### config.mk
export PLATFORM = sky130hd
export DESIGN_NAME = gio_port
export DESIGN_NICKNAME = d
export VERILOG_FILES = /design/src/gio_pkg.sv /design/src/gio_port.sv
export SDC_FILE = /design/constraint.sdc
export NUM_CORES = 1
export LEC_CHECK = 0
export BUFFER_PORTS_ARGS = -buffer_cell sky130_fd_sc_hd__buf_2
export CAP_MARGIN = 20
export CORE_MARGIN = 2
export CORE_UTILIZATION = 52
export DETAILED_ROUTE_END_ITERATION = 8
export GPL_ROUTABILITY_DRIVEN = 1
export HOLD_SLACK_MARGIN = 0.02
export PLACE_DENSITY = 0.85
export SLEW_MARGIN = 20
export SYNTH_ARGS = -nofsm -noshare
export SYNTH_HDL_FRONTEND = slang
export SYNTH_SLANG_ARGS = --single-unit
### constraint.sdc
create_clock -name aclk -period 2.8 [get_ports aclk]
set_input_delay 0.56 -clock aclk [delete_from_list [all_inputs] [get_ports aclk]]
set_output_delay 0.56 -clock aclk [all_outputs]
set_load 0.02 [all_outputs]
### src/gio_pkg.sv
package gio_pkg;
   // register indices; byte address is four times the index
   localparam logic [15:0] IDX_DATA  = 16'hf220;
   localparam logic [15:0] IDX_DIR   = 16'hf221;
   localparam logic [15:0] IDX_CFGLO = 16'hf222;
   localparam logic [15:0] IDX_CFGHI = 16'hf223;
   localparam logic [15:0] IDX_FSLO  = 16'hf224;
   localparam logic [15:0] IDX_FSHI  = 16'hf225;
   localparam int          ADDR_W    = 18;
   localparam int          IDX_LSB   = 2;
   localparam int          NPIN      = 8;
   localparam logic [7:0]  REG_RST   = 8'h00;
   // drive and pull codes, {hi bit, lo bit}
   localparam logic [1:0]  CFG_HIZ   = 2'h0;
   localparam logic [1:0]  CFG_PCH   = 2'h1;
   localparam logic [1:0]  CFG_NCH   = 2'h2;
   localparam logic [1:0]  CFG_CMOS  = 2'h3;
   localparam logic [1:0]  IN_PDN    = 2'h1;
   localparam logic [1:0]  IN_PUP    = 2'h2;
   // function select codes
   localparam logic [1:0]  FS_GPIO   = 2'h0;
   localparam logic [1:0]  FS_SEC    = 2'h1;
   localparam logic [1:0]  FS_TER    = 2'h2;
   localparam logic [1:0]  FS_FRT    = 2'h3;
   // pins that have each alternate function
   localparam logic [7:0]  SEC_OK    = 8'h0f;
   localparam logic [7:0]  TER_OK    = 8'hff;
   localparam logic [7:0]  FRT_OK    = 8'h08;
   localparam logic [1:0]  RESP_OK   = 2'h0;
   localparam logic [1:0]  RESP_ERR  = 2'h2;
endpackage : gio_pkg

### src/gio_port.sv
// How it works
// - output pins driven from data register
// - written data read back on output pins
// - input pins read live pin level
// - bit zero is low, one high
// - direction zero output, one input; reset output
// - bit n maps to pin n
// - data and direction at their indices
// - config, select pairs; low accepts halfword
// - every register clears on reset
// - pin0 i2c data, serial data in
// - pin1 i2c clock, serial clock
// - two bits pick drive or pull
//
// Added by the designer: the AXI4-Lite slave port.
module gio_port
(
   input  wire logic                   aclk,
   input  wire logic                   aresetn,
   input  wire logic [gio_pkg::ADDR_W-1:0] awaddr,
   input  wire logic                   awvalid,
   output logic                        awready,
   input  wire logic [31:0]            wdata,
   input  wire logic [3:0]             wstrb,
   input  wire logic                   wvalid,
   output logic                        wready,
   output logic [1:0]                  bresp,
   output logic                        bvalid,
   input  wire logic                   bready,
   input  wire logic [gio_pkg::ADDR_W-1:0] araddr,
   input  wire logic                   arvalid,
   output logic                        arready,
   output logic [31:0]                 rdata,
   output logic [1:0]                  rresp,
   output logic                        rvalid,
   input  wire logic                   rready,
   input  wire logic [7:0]             pin_in,
   output logic [7:0]                  pin_out,
   output logic [7:0]                  pin_oe,
   output logic [7:0]                  pin_pull_up,
   output logic [7:0]                  pin_pull_down,
   input  wire logic                   i2c_sda_out,
   input  wire logic                   i2c_sda_oe,
   input  wire logic                   i2c_scl_out,
   input  wire logic                   i2c_scl_oe,
   output logic                        i2c_sda_in,
   output logic                        i2c_scl_in,
   input  wire logic                   sync_serial_data_out,
   input  wire logic                   sync_serial_clock_out,
   input  wire logic                   sync_serial_clock_oe,
   output logic                        sync_serial_data_in,
   output logic                        sync_serial_clock_in,
   input  wire logic                   uart_a_transmit,
   input  wire logic                   uart_b_transmit,
   output logic                        uart_a_receive,
   input  wire logic                   pwm_channel_a,
   input  wire logic                   pwm_channel_b
);
   import gio_pkg::*;

   // software registers
   logic [7:0]  port_data_r;         // stored output levels
   logic [7:0]  port_direction_r;    // 1 = input
   logic [7:0]  cfg_lo_r;            // drive code low bits
   logic [7:0]  cfg_hi_r;            // drive code high bits
   logic [7:0]  fs_lo_r;             // select code low bits
   logic [7:0]  fs_hi_r;             // select code high bits
   // pin synchroniser
   logic [7:0]  pin_s1_r;            // first stage, read by second only
   logic [7:0]  pin_s2_r;            // safe sampled level
   // bus slave state
   logic [ADDR_W-1:0] aw_addr_r;     // held write address
   logic        aw_full_r;           // write address held
   logic        aw_full_nxt;
   logic [31:0] w_data_r;            // held write data
   logic [3:0]  w_strb_r;            // held strobes
   logic        w_full_r;            // write data held
   logic        w_full_nxt;
   logic        awready_r;
   logic        wready_r;
   logic        bvalid_r;
   logic        bvalid_nxt;
   logic [1:0]  bresp_r;
   logic        arready_r;
   logic        rvalid_r;
   logic        rvalid_nxt;
   logic [31:0] rdata_r;
   logic [1:0]  rresp_r;
   // registered pin and peripheral outputs
   logic [7:0]  pin_out_r;
   logic [7:0]  pin_oe_r;
   logic [7:0]  pull_up_r;
   logic [7:0]  pull_dn_r;
   logic        sda_in_r;
   logic        scl_in_r;
   logic        ss_din_r;
   logic        ss_cin_r;
   logic        rxd_r;

   // handshake decode
   wire         aw_take = awvalid & awready_r;
   wire         w_take  = wvalid & wready_r;
   wire         wr_fire = aw_full_r & w_full_r & ~bvalid_r;
   wire         ar_take = arvalid & arready_r;
   wire [15:0]  wr_idx  = aw_addr_r[ADDR_W-1:IDX_LSB];
   wire [15:0]  rd_idx  = araddr[ADDR_W-1:IDX_LSB];

   // write address decode
   wire wr_data  = wr_fire & (wr_idx == IDX_DATA);
   wire wr_dir   = wr_fire & (wr_idx == IDX_DIR);
   wire wr_cfglo = wr_fire & (wr_idx == IDX_CFGLO);
   wire wr_cfghi = wr_fire & (wr_idx == IDX_CFGHI);
   wire wr_fslo  = wr_fire & (wr_idx == IDX_FSLO);
   wire wr_fshi  = wr_fire & (wr_idx == IDX_FSHI);
   wire wr_hit   = wr_data | wr_dir | wr_cfglo | wr_cfghi | wr_fslo | wr_fshi;
   // byte lanes; lane 1 of a low register reaches its partner
   wire ln0      = w_strb_r[0];
   wire ln1      = w_strb_r[1];

   // next register values
   wire [7:0] data_nxt  = (wr_data & ln0) ? w_data_r[7:0] : port_data_r;
   wire [7:0] dir_nxt   = (wr_dir & ln0) ? w_data_r[7:0] : port_direction_r;
   wire [7:0] cfglo_nxt = (wr_cfglo & ln0) ? w_data_r[7:0] : cfg_lo_r;
   wire [7:0] cfghi_nxt = (wr_cfghi & ln0) ? w_data_r[7:0] :
                          (wr_cfglo & ln1) ? w_data_r[15:8] : cfg_hi_r;
   wire [7:0] fslo_nxt  = (wr_fslo & ln0) ? w_data_r[7:0] : fs_lo_r;
   wire [7:0] fshi_nxt  = (wr_fshi & ln0) ? w_data_r[7:0] :
                          (wr_fslo & ln1) ? w_data_r[15:8] : fs_hi_r;

   // readback: input pins show live level, output pins stored bit
   wire [7:0] data_view = (port_direction_r & pin_s2_r)
                        | (~port_direction_r & port_data_r);

   // read decode; unmapped reads return zero and an error
   wire rd_hit = (rd_idx >= IDX_DATA) & (rd_idx <= IDX_FSHI);
   logic [31:0] rd_val;
   always_comb begin
      case (rd_idx)
         IDX_DATA:  rd_val = {24'h00_0000, data_view};
         IDX_DIR:   rd_val = {24'h00_0000, port_direction_r};
         IDX_CFGLO: rd_val = {16'h0000, cfg_hi_r, cfg_lo_r};
         IDX_CFGHI: rd_val = {24'h00_0000, cfg_hi_r};
         IDX_FSLO:  rd_val = {16'h0000, fs_hi_r, fs_lo_r};
         IDX_FSHI:  rd_val = {24'h00_0000, fs_hi_r};
         default:   rd_val = 32'h0000_0000;
      endcase
   end

   // channel holding state; aw and w are taken in either order
   assign aw_full_nxt = aw_full_r ? ~wr_fire : aw_take;
   assign w_full_nxt  = w_full_r ? ~wr_fire : w_take;
   assign bvalid_nxt  = wr_fire | (bvalid_r & ~bready);
   assign rvalid_nxt  = ar_take | (rvalid_r & ~rready);

   // alternate outputs per pin, in pin order 7..0
   wire [7:0] sec_val = {4'h0, uart_a_transmit, 1'b0, i2c_scl_out, i2c_sda_out};
   wire [7:0] sec_oe  = {4'h0, 1'b1, 1'b0, i2c_scl_oe, i2c_sda_oe};
   wire [7:0] ter_val = {pwm_channel_b, sync_serial_data_out, sync_serial_clock_out,
                         1'b0, pwm_channel_a, sync_serial_data_out,
                         sync_serial_clock_out, 1'b0};
   wire [7:0] ter_oe  = {1'b1, 1'b1, sync_serial_clock_oe, 1'b0,
                         1'b1, 1'b1, sync_serial_clock_oe, 1'b0};
   wire [7:0] frt_val = {4'h0, uart_b_transmit, 3'h0};
   wire [7:0] frt_oe  = FRT_OK;

   // per-pin drive and pull decode
   logic [7:0] out_nxt;
   logic [7:0] oe_nxt;
   logic [7:0] pu_nxt;
   logic [7:0] pd_nxt;
   logic [7:0] sel_sec;
   logic [7:0] sel_ter;
   genvar g;
   generate
      for (g = 0; g < NPIN; g++) begin : g_pin
         wire [1:0] fs  = {fs_hi_r[g], fs_lo_r[g]};
         wire [1:0] cfg = {cfg_hi_r[g], cfg_lo_r[g]};
         // prohibited codes fall back to a fixed low level
         wire       ok  = (fs == FS_GPIO) | ((fs == FS_SEC) & SEC_OK[g])
                        | ((fs == FS_TER) & TER_OK[g]) | ((fs == FS_FRT) & FRT_OK[g]);
         wire       dv  = ~ok ? 1'b0 :
                          (fs == FS_SEC) ? sec_val[g] :
                          (fs == FS_TER) ? ter_val[g] :
                          (fs == FS_FRT) ? frt_val[g] : port_data_r[g];
         // a bidirectional peripheral may release the pin
         wire       de  = ~ok ? 1'b1 :
                          (fs == FS_SEC) ? sec_oe[g] :
                          (fs == FS_TER) ? ter_oe[g] :
                          (fs == FS_FRT) ? frt_oe[g] : 1'b1;
         wire       drv = ~port_direction_r[g] & de;
         assign out_nxt[g] = (cfg == CFG_PCH) | ((cfg == CFG_CMOS) & dv);
         assign oe_nxt[g]  = drv & (((cfg == CFG_PCH) & dv)
                                  | ((cfg == CFG_NCH) & ~dv)
                                  | (cfg == CFG_CMOS));
         assign pu_nxt[g]  = port_direction_r[g] & (cfg == IN_PUP);
         assign pd_nxt[g]  = port_direction_r[g] & (cfg == IN_PDN);
         assign sel_sec[g] = fs == FS_SEC;
         assign sel_ter[g] = fs == FS_TER;
      end
   endgenerate

   // inputs handed to peripherals; idle high when not routed
   wire sda_nxt = sel_sec[0] ? pin_s2_r[0] : 1'b1;
   wire scl_nxt = sel_sec[1] ? pin_s2_r[1] : 1'b1;
   wire rxd_nxt = sel_sec[2] ? pin_s2_r[2] : 1'b1;
   wire ssd_nxt = sel_ter[0] ? pin_s2_r[0] :
                  sel_ter[4] ? pin_s2_r[4] : 1'b1;
   wire ssc_nxt = sel_ter[1] ? pin_s2_r[1] :
                  sel_ter[5] ? pin_s2_r[5] : 1'b1;

   // pin synchroniser, two stages
   always_ff @(posedge aclk) begin
      if (!aresetn) begin
         {pin_s1_r, pin_s2_r} <= {2{REG_RST}};
      end else begin
         pin_s1_r <= pin_in;
         pin_s2_r <= pin_s1_r;
      end
   end

   // software registers
   always_ff @(posedge aclk) begin
      if (!aresetn) begin
         {port_data_r, port_direction_r, cfg_lo_r, cfg_hi_r, fs_lo_r, fs_hi_r} <= {6{REG_RST}};
      end else begin
         port_data_r      <= data_nxt;
         port_direction_r <= dir_nxt;
         cfg_lo_r         <= cfglo_nxt;
         cfg_hi_r         <= cfghi_nxt;
         fs_lo_r          <= fslo_nxt;
         fs_hi_r          <= fshi_nxt;
      end
   end

   // write channels
   always_ff @(posedge aclk) begin
      if (!aresetn) begin
         {aw_full_r, w_full_r, awready_r, wready_r, bvalid_r} <= 5'h00;
         bresp_r   <= RESP_OK;
         aw_addr_r <= '0;
         w_data_r  <= 32'h0000_0000;
         w_strb_r  <= 4'h0;
      end else begin
         aw_full_r <= aw_full_nxt;
         w_full_r  <= w_full_nxt;
         awready_r <= ~aw_full_nxt;
         wready_r  <= ~w_full_nxt;
         bvalid_r  <= bvalid_nxt;
         if (wr_fire) begin
            bresp_r <= wr_hit ? RESP_OK : RESP_ERR;
         end
         if (aw_take) begin
            aw_addr_r <= awaddr;
         end
         if (w_take) begin
            w_data_r <= wdata;
            w_strb_r <= wstrb;
         end
      end
   end

   // read channel; data captured when the address is taken
   always_ff @(posedge aclk) begin
      if (!aresetn) begin
         {arready_r, rvalid_r} <= 2'h0;
         rdata_r   <= 32'h0000_0000;
         rresp_r   <= RESP_OK;
      end else begin
         arready_r <= ~rvalid_nxt;
         rvalid_r  <= rvalid_nxt;
         if (ar_take) begin
            rdata_r <= rd_val;
            rresp_r <= rd_hit ? RESP_OK : RESP_ERR;
         end
      end
   end

   // pin and peripheral outputs, registered to avoid glitches
   always_ff @(posedge aclk) begin
      if (!aresetn) begin
         {pin_out_r, pin_oe_r, pull_up_r, pull_dn_r} <= {4{REG_RST}};
         // peripheral inputs idle high so no false edge follows reset
         {sda_in_r, scl_in_r, ss_din_r, ss_cin_r, rxd_r} <= 5'h1f;
      end else begin
         {pin_out_r, pin_oe_r, pull_up_r, pull_dn_r} <= {out_nxt, oe_nxt, pu_nxt, pd_nxt};
         {sda_in_r, scl_in_r, ss_din_r, ss_cin_r, rxd_r} <=
            {sda_nxt, scl_nxt, ssd_nxt, ssc_nxt, rxd_nxt};
      end
   end

   // port drivers
   assign awready              = awready_r;
   assign wready               = wready_r;
   assign bvalid               = bvalid_r;
   assign bresp                = bresp_r;
   assign arready              = arready_r;
   assign rvalid               = rvalid_r;
   assign rdata                = rdata_r;
   assign rresp                = rresp_r;
   assign pin_out              = pin_out_r;
   assign pin_oe               = pin_oe_r;
   assign pin_pull_up          = pull_up_r;
   assign pin_pull_down        = pull_dn_r;
   assign i2c_sda_in           = sda_in_r;
   assign i2c_scl_in           = scl_in_r;
   assign sync_serial_data_in  = ss_din_r;
   assign sync_serial_clock_in = ss_cin_r;
   assign uart_a_receive       = rxd_r;

   // helper masks for the checks
   wire [7:0] gp_mask = ~(fs_hi_r | fs_lo_r) & ~port_direction_r;
   wire [7:0] cm_mask = gp_mask & cfg_hi_r & cfg_lo_r;
   wire [7:0] nc_mask = gp_mask & cfg_hi_r & ~cfg_lo_r;
endmodule : gio_port

==> results.md <==
* Max_cap viols at 0
* Worst-Skew Late Latency at 0.42 ns
* Layout cells sized above 1 at 24.2%
* Avg Vias per Cell at 5.44
* Static leakage at 3.33 nW
* Final #Nets at 938
* Post-Route Setup TNS at 0 ns
* Top post-synthesis cells by area: dfxtp_1, mux2i_1, nand2_1
* Post-synthesis cell count at 711
* Worst setup margin at 0.374 ns
* Final min period at 2.43 ns
* Yosys top cell area share at 49.5%
* WL final at 16200 µm
* Final hold violation count at 0
* Final period util at 86.7%
* TritonCTS clock tree: built
* Fmax at 412 MHz
* WP data required at 3.09 ns
* CTS max path bufs at 2
* DR vias at 5552
* Core Region at 12100 µm²
* FF+latch count, synth at 160
* Syn_area_per_cell at 9.10 µm²
* Congestion Overflow GR at 0
* Post-synth EDFFs at 0
* PostCTS Resize Cnt at 0
* Synth area leader: dfxtp_1
* Worst-path fanout max at 8
* Die ar. at 13400 µm²
* WL/cell at 15.8 µm
* Clock slew at reported path FFs at 0.06 ns
* CP bufs+invs at 0
* Port Buffer Count at 135
* RSZ-0062 raised after global routing: false
* GPL Wtd Cong at 0.869
* # hold bufs at CTS at 0
* Slew Limit Headroom at 41.6%
* Num ports at 176
* Slew Viols, Final at 0
* Main synth FF type: dfxtp_1
* First-pass GRT wire length at 25200 µm
* Die width at 116 µm
* Setup Fix Bufs, Post-CTS at 0
* Skew final at 0.00868 ns
* Ys Warns at 0
* Critical-path cell with the highest stage delay: or4b_1
* Post-synthesis cell type count at 52
* Gr usage total at 24.4%
* Fraction of registers with async set/reset at 0%
* Row count at 40
* Clock Sinks at 160
* Die height at 116 µm
* Most frequent cells in the layout: dfxtp_1, buf_2, nand2_1
* Critical-path cell list: nand3b_4, or4_4, or4b_1, mux2i_1, nor2_1
* Commonest non-fill, non-tap cell in the layout: dfxtp_1
* Antenna-violating nets left at 0
* Synthesized area at 6470 µm²
* First-iteration detailed-routing DRC count at 464
* Util after Layout at 65.1%
* H-tree depth at 4
* Status: completed
* Initial core utilization at 53.6%
* CP delay by family, top: simple AND/OR/NAND/NOR gates
* Drc violations at 0
* Worst-Margin Slew at 0.875 ns
* CTS buffer count at 17
* Slowest stage delay, CP at 0.86 ns
* Pre-CTS setup slack at 0.244 ns
* Hpwl dp at 10800 µm
* Vias in the first global route at 5101
* CP Launch Type: flop
* VDD IR max at 0.000436 V
* Worst setup path class: flop to flop
* Layout area overhead at 21.3%
* Inserted Diodes at 0
* Initial DRT Pass Iterations at 5
* Antenna violations before repair at 0
* Sequential share of the synthesized area at 49.5%
* Final setup vio count at 0
* Largest net degree at the start of global routing at 36
* Pwr Density at 640 nW/µm²
* Hold WC Path Type: input pin to flop
* Arr. time, crit path at 2.72 ns
* Root buffer cell: clkbuf_16
* CP endpoint kind: flop
## cells in the mapped netlist (all sizes together), types with 3 or more instances
master / n
dfxtp: 160
nand2: 124
a21oi: 65
mux2i: 53
o21ai: 48
nor2: 38
clkbuf: 35
buf: 22
and2: 20
nor3b: 13
o22ai: 11
inv: 9
nand2b: 9
or3b: 9
a221oi: 8
nor2b: 8
nor4: 7
a31oi: 6
and3: 6
a22oi: 5
nand3b: 5
nand4: 4
nor3: 4
or3: 4
or4: 4
or4b: 4
a211oi: 3
a222oi: 3
and4b: 3
mux2: 3
o31a: 3
## metal layers
metal / track usage, % / vias to the layer above / wire length [µm]
li1: - / 2717 / -
met1: 31.7 / 2568 / 6920
met2: 39.5 / 240 / 7710
met3: 5.54 / 27 / 1170
met4: 9.64 / 0 / 355
met5: 0 / - / 0
## path summary, 6_finish.rpt
| kind | slack (ns) | end | depth (start not counted) | startpoint |
|---|---|---|---|---|
| worst max-delay path | 0.37 | fs_lo_r[1] | 5 | w_full_r |
| worst min-delay path | 0.35 | pin_s1_r[6] | 2 | pin_in[6] |
| worst max register to register | 0.37 | fs_lo_r[1] | 5 | w_full_r |
| worst min register to register | 0.44 | pin_s2_r[5] | 1 | pin_s1_r[5] |
## stage by stage
stage                     hold slack, ns  cell area [µm²]  cells  power [mW]
final                              0.346             7850   1021        5.02
after CTS                          0.334             7850   1021        5.04
after floorplan                    0.409             6530    728        2.62
after global routing               0.345             7850   1021        5.19
after detailed placement           0.421             7240    989        2.73
after global placement             0.416             7240    989        2.72
## where the power goes
part	total (mW)	internal (mW)	leakage [nW]	switching (mW)
Sequential	2.38	2.33	1.30	0.0458
Combinational	0.303	0.109	1.73	0.194
Clock	2.33	1.42	0.299	0.912
## logic make-up (layout without fill, tap and decap cells)
family	Yosys count	in the layout	share of synthesized area (%)
AO/OA/AOI/OAI	157	157	13.9
buffers and inverters	66	191	5.01
flip-flops	160	160	49.5
multiplexers	57	57	9.07
other	1	18	0.0580
AND/OR/NAND/NOR	270	270	22.4
## cell type report
type                       count  area [µm²]
multi-input combinational    502        3010
tap                          168         210
inverter                       9        33.8
clock buffer                  18         439
timing repair buffer         150         788
sequential                   160        3200
clock inverter                14         166
fill                        1019        4210
Power figures use the tool's default switching activity.
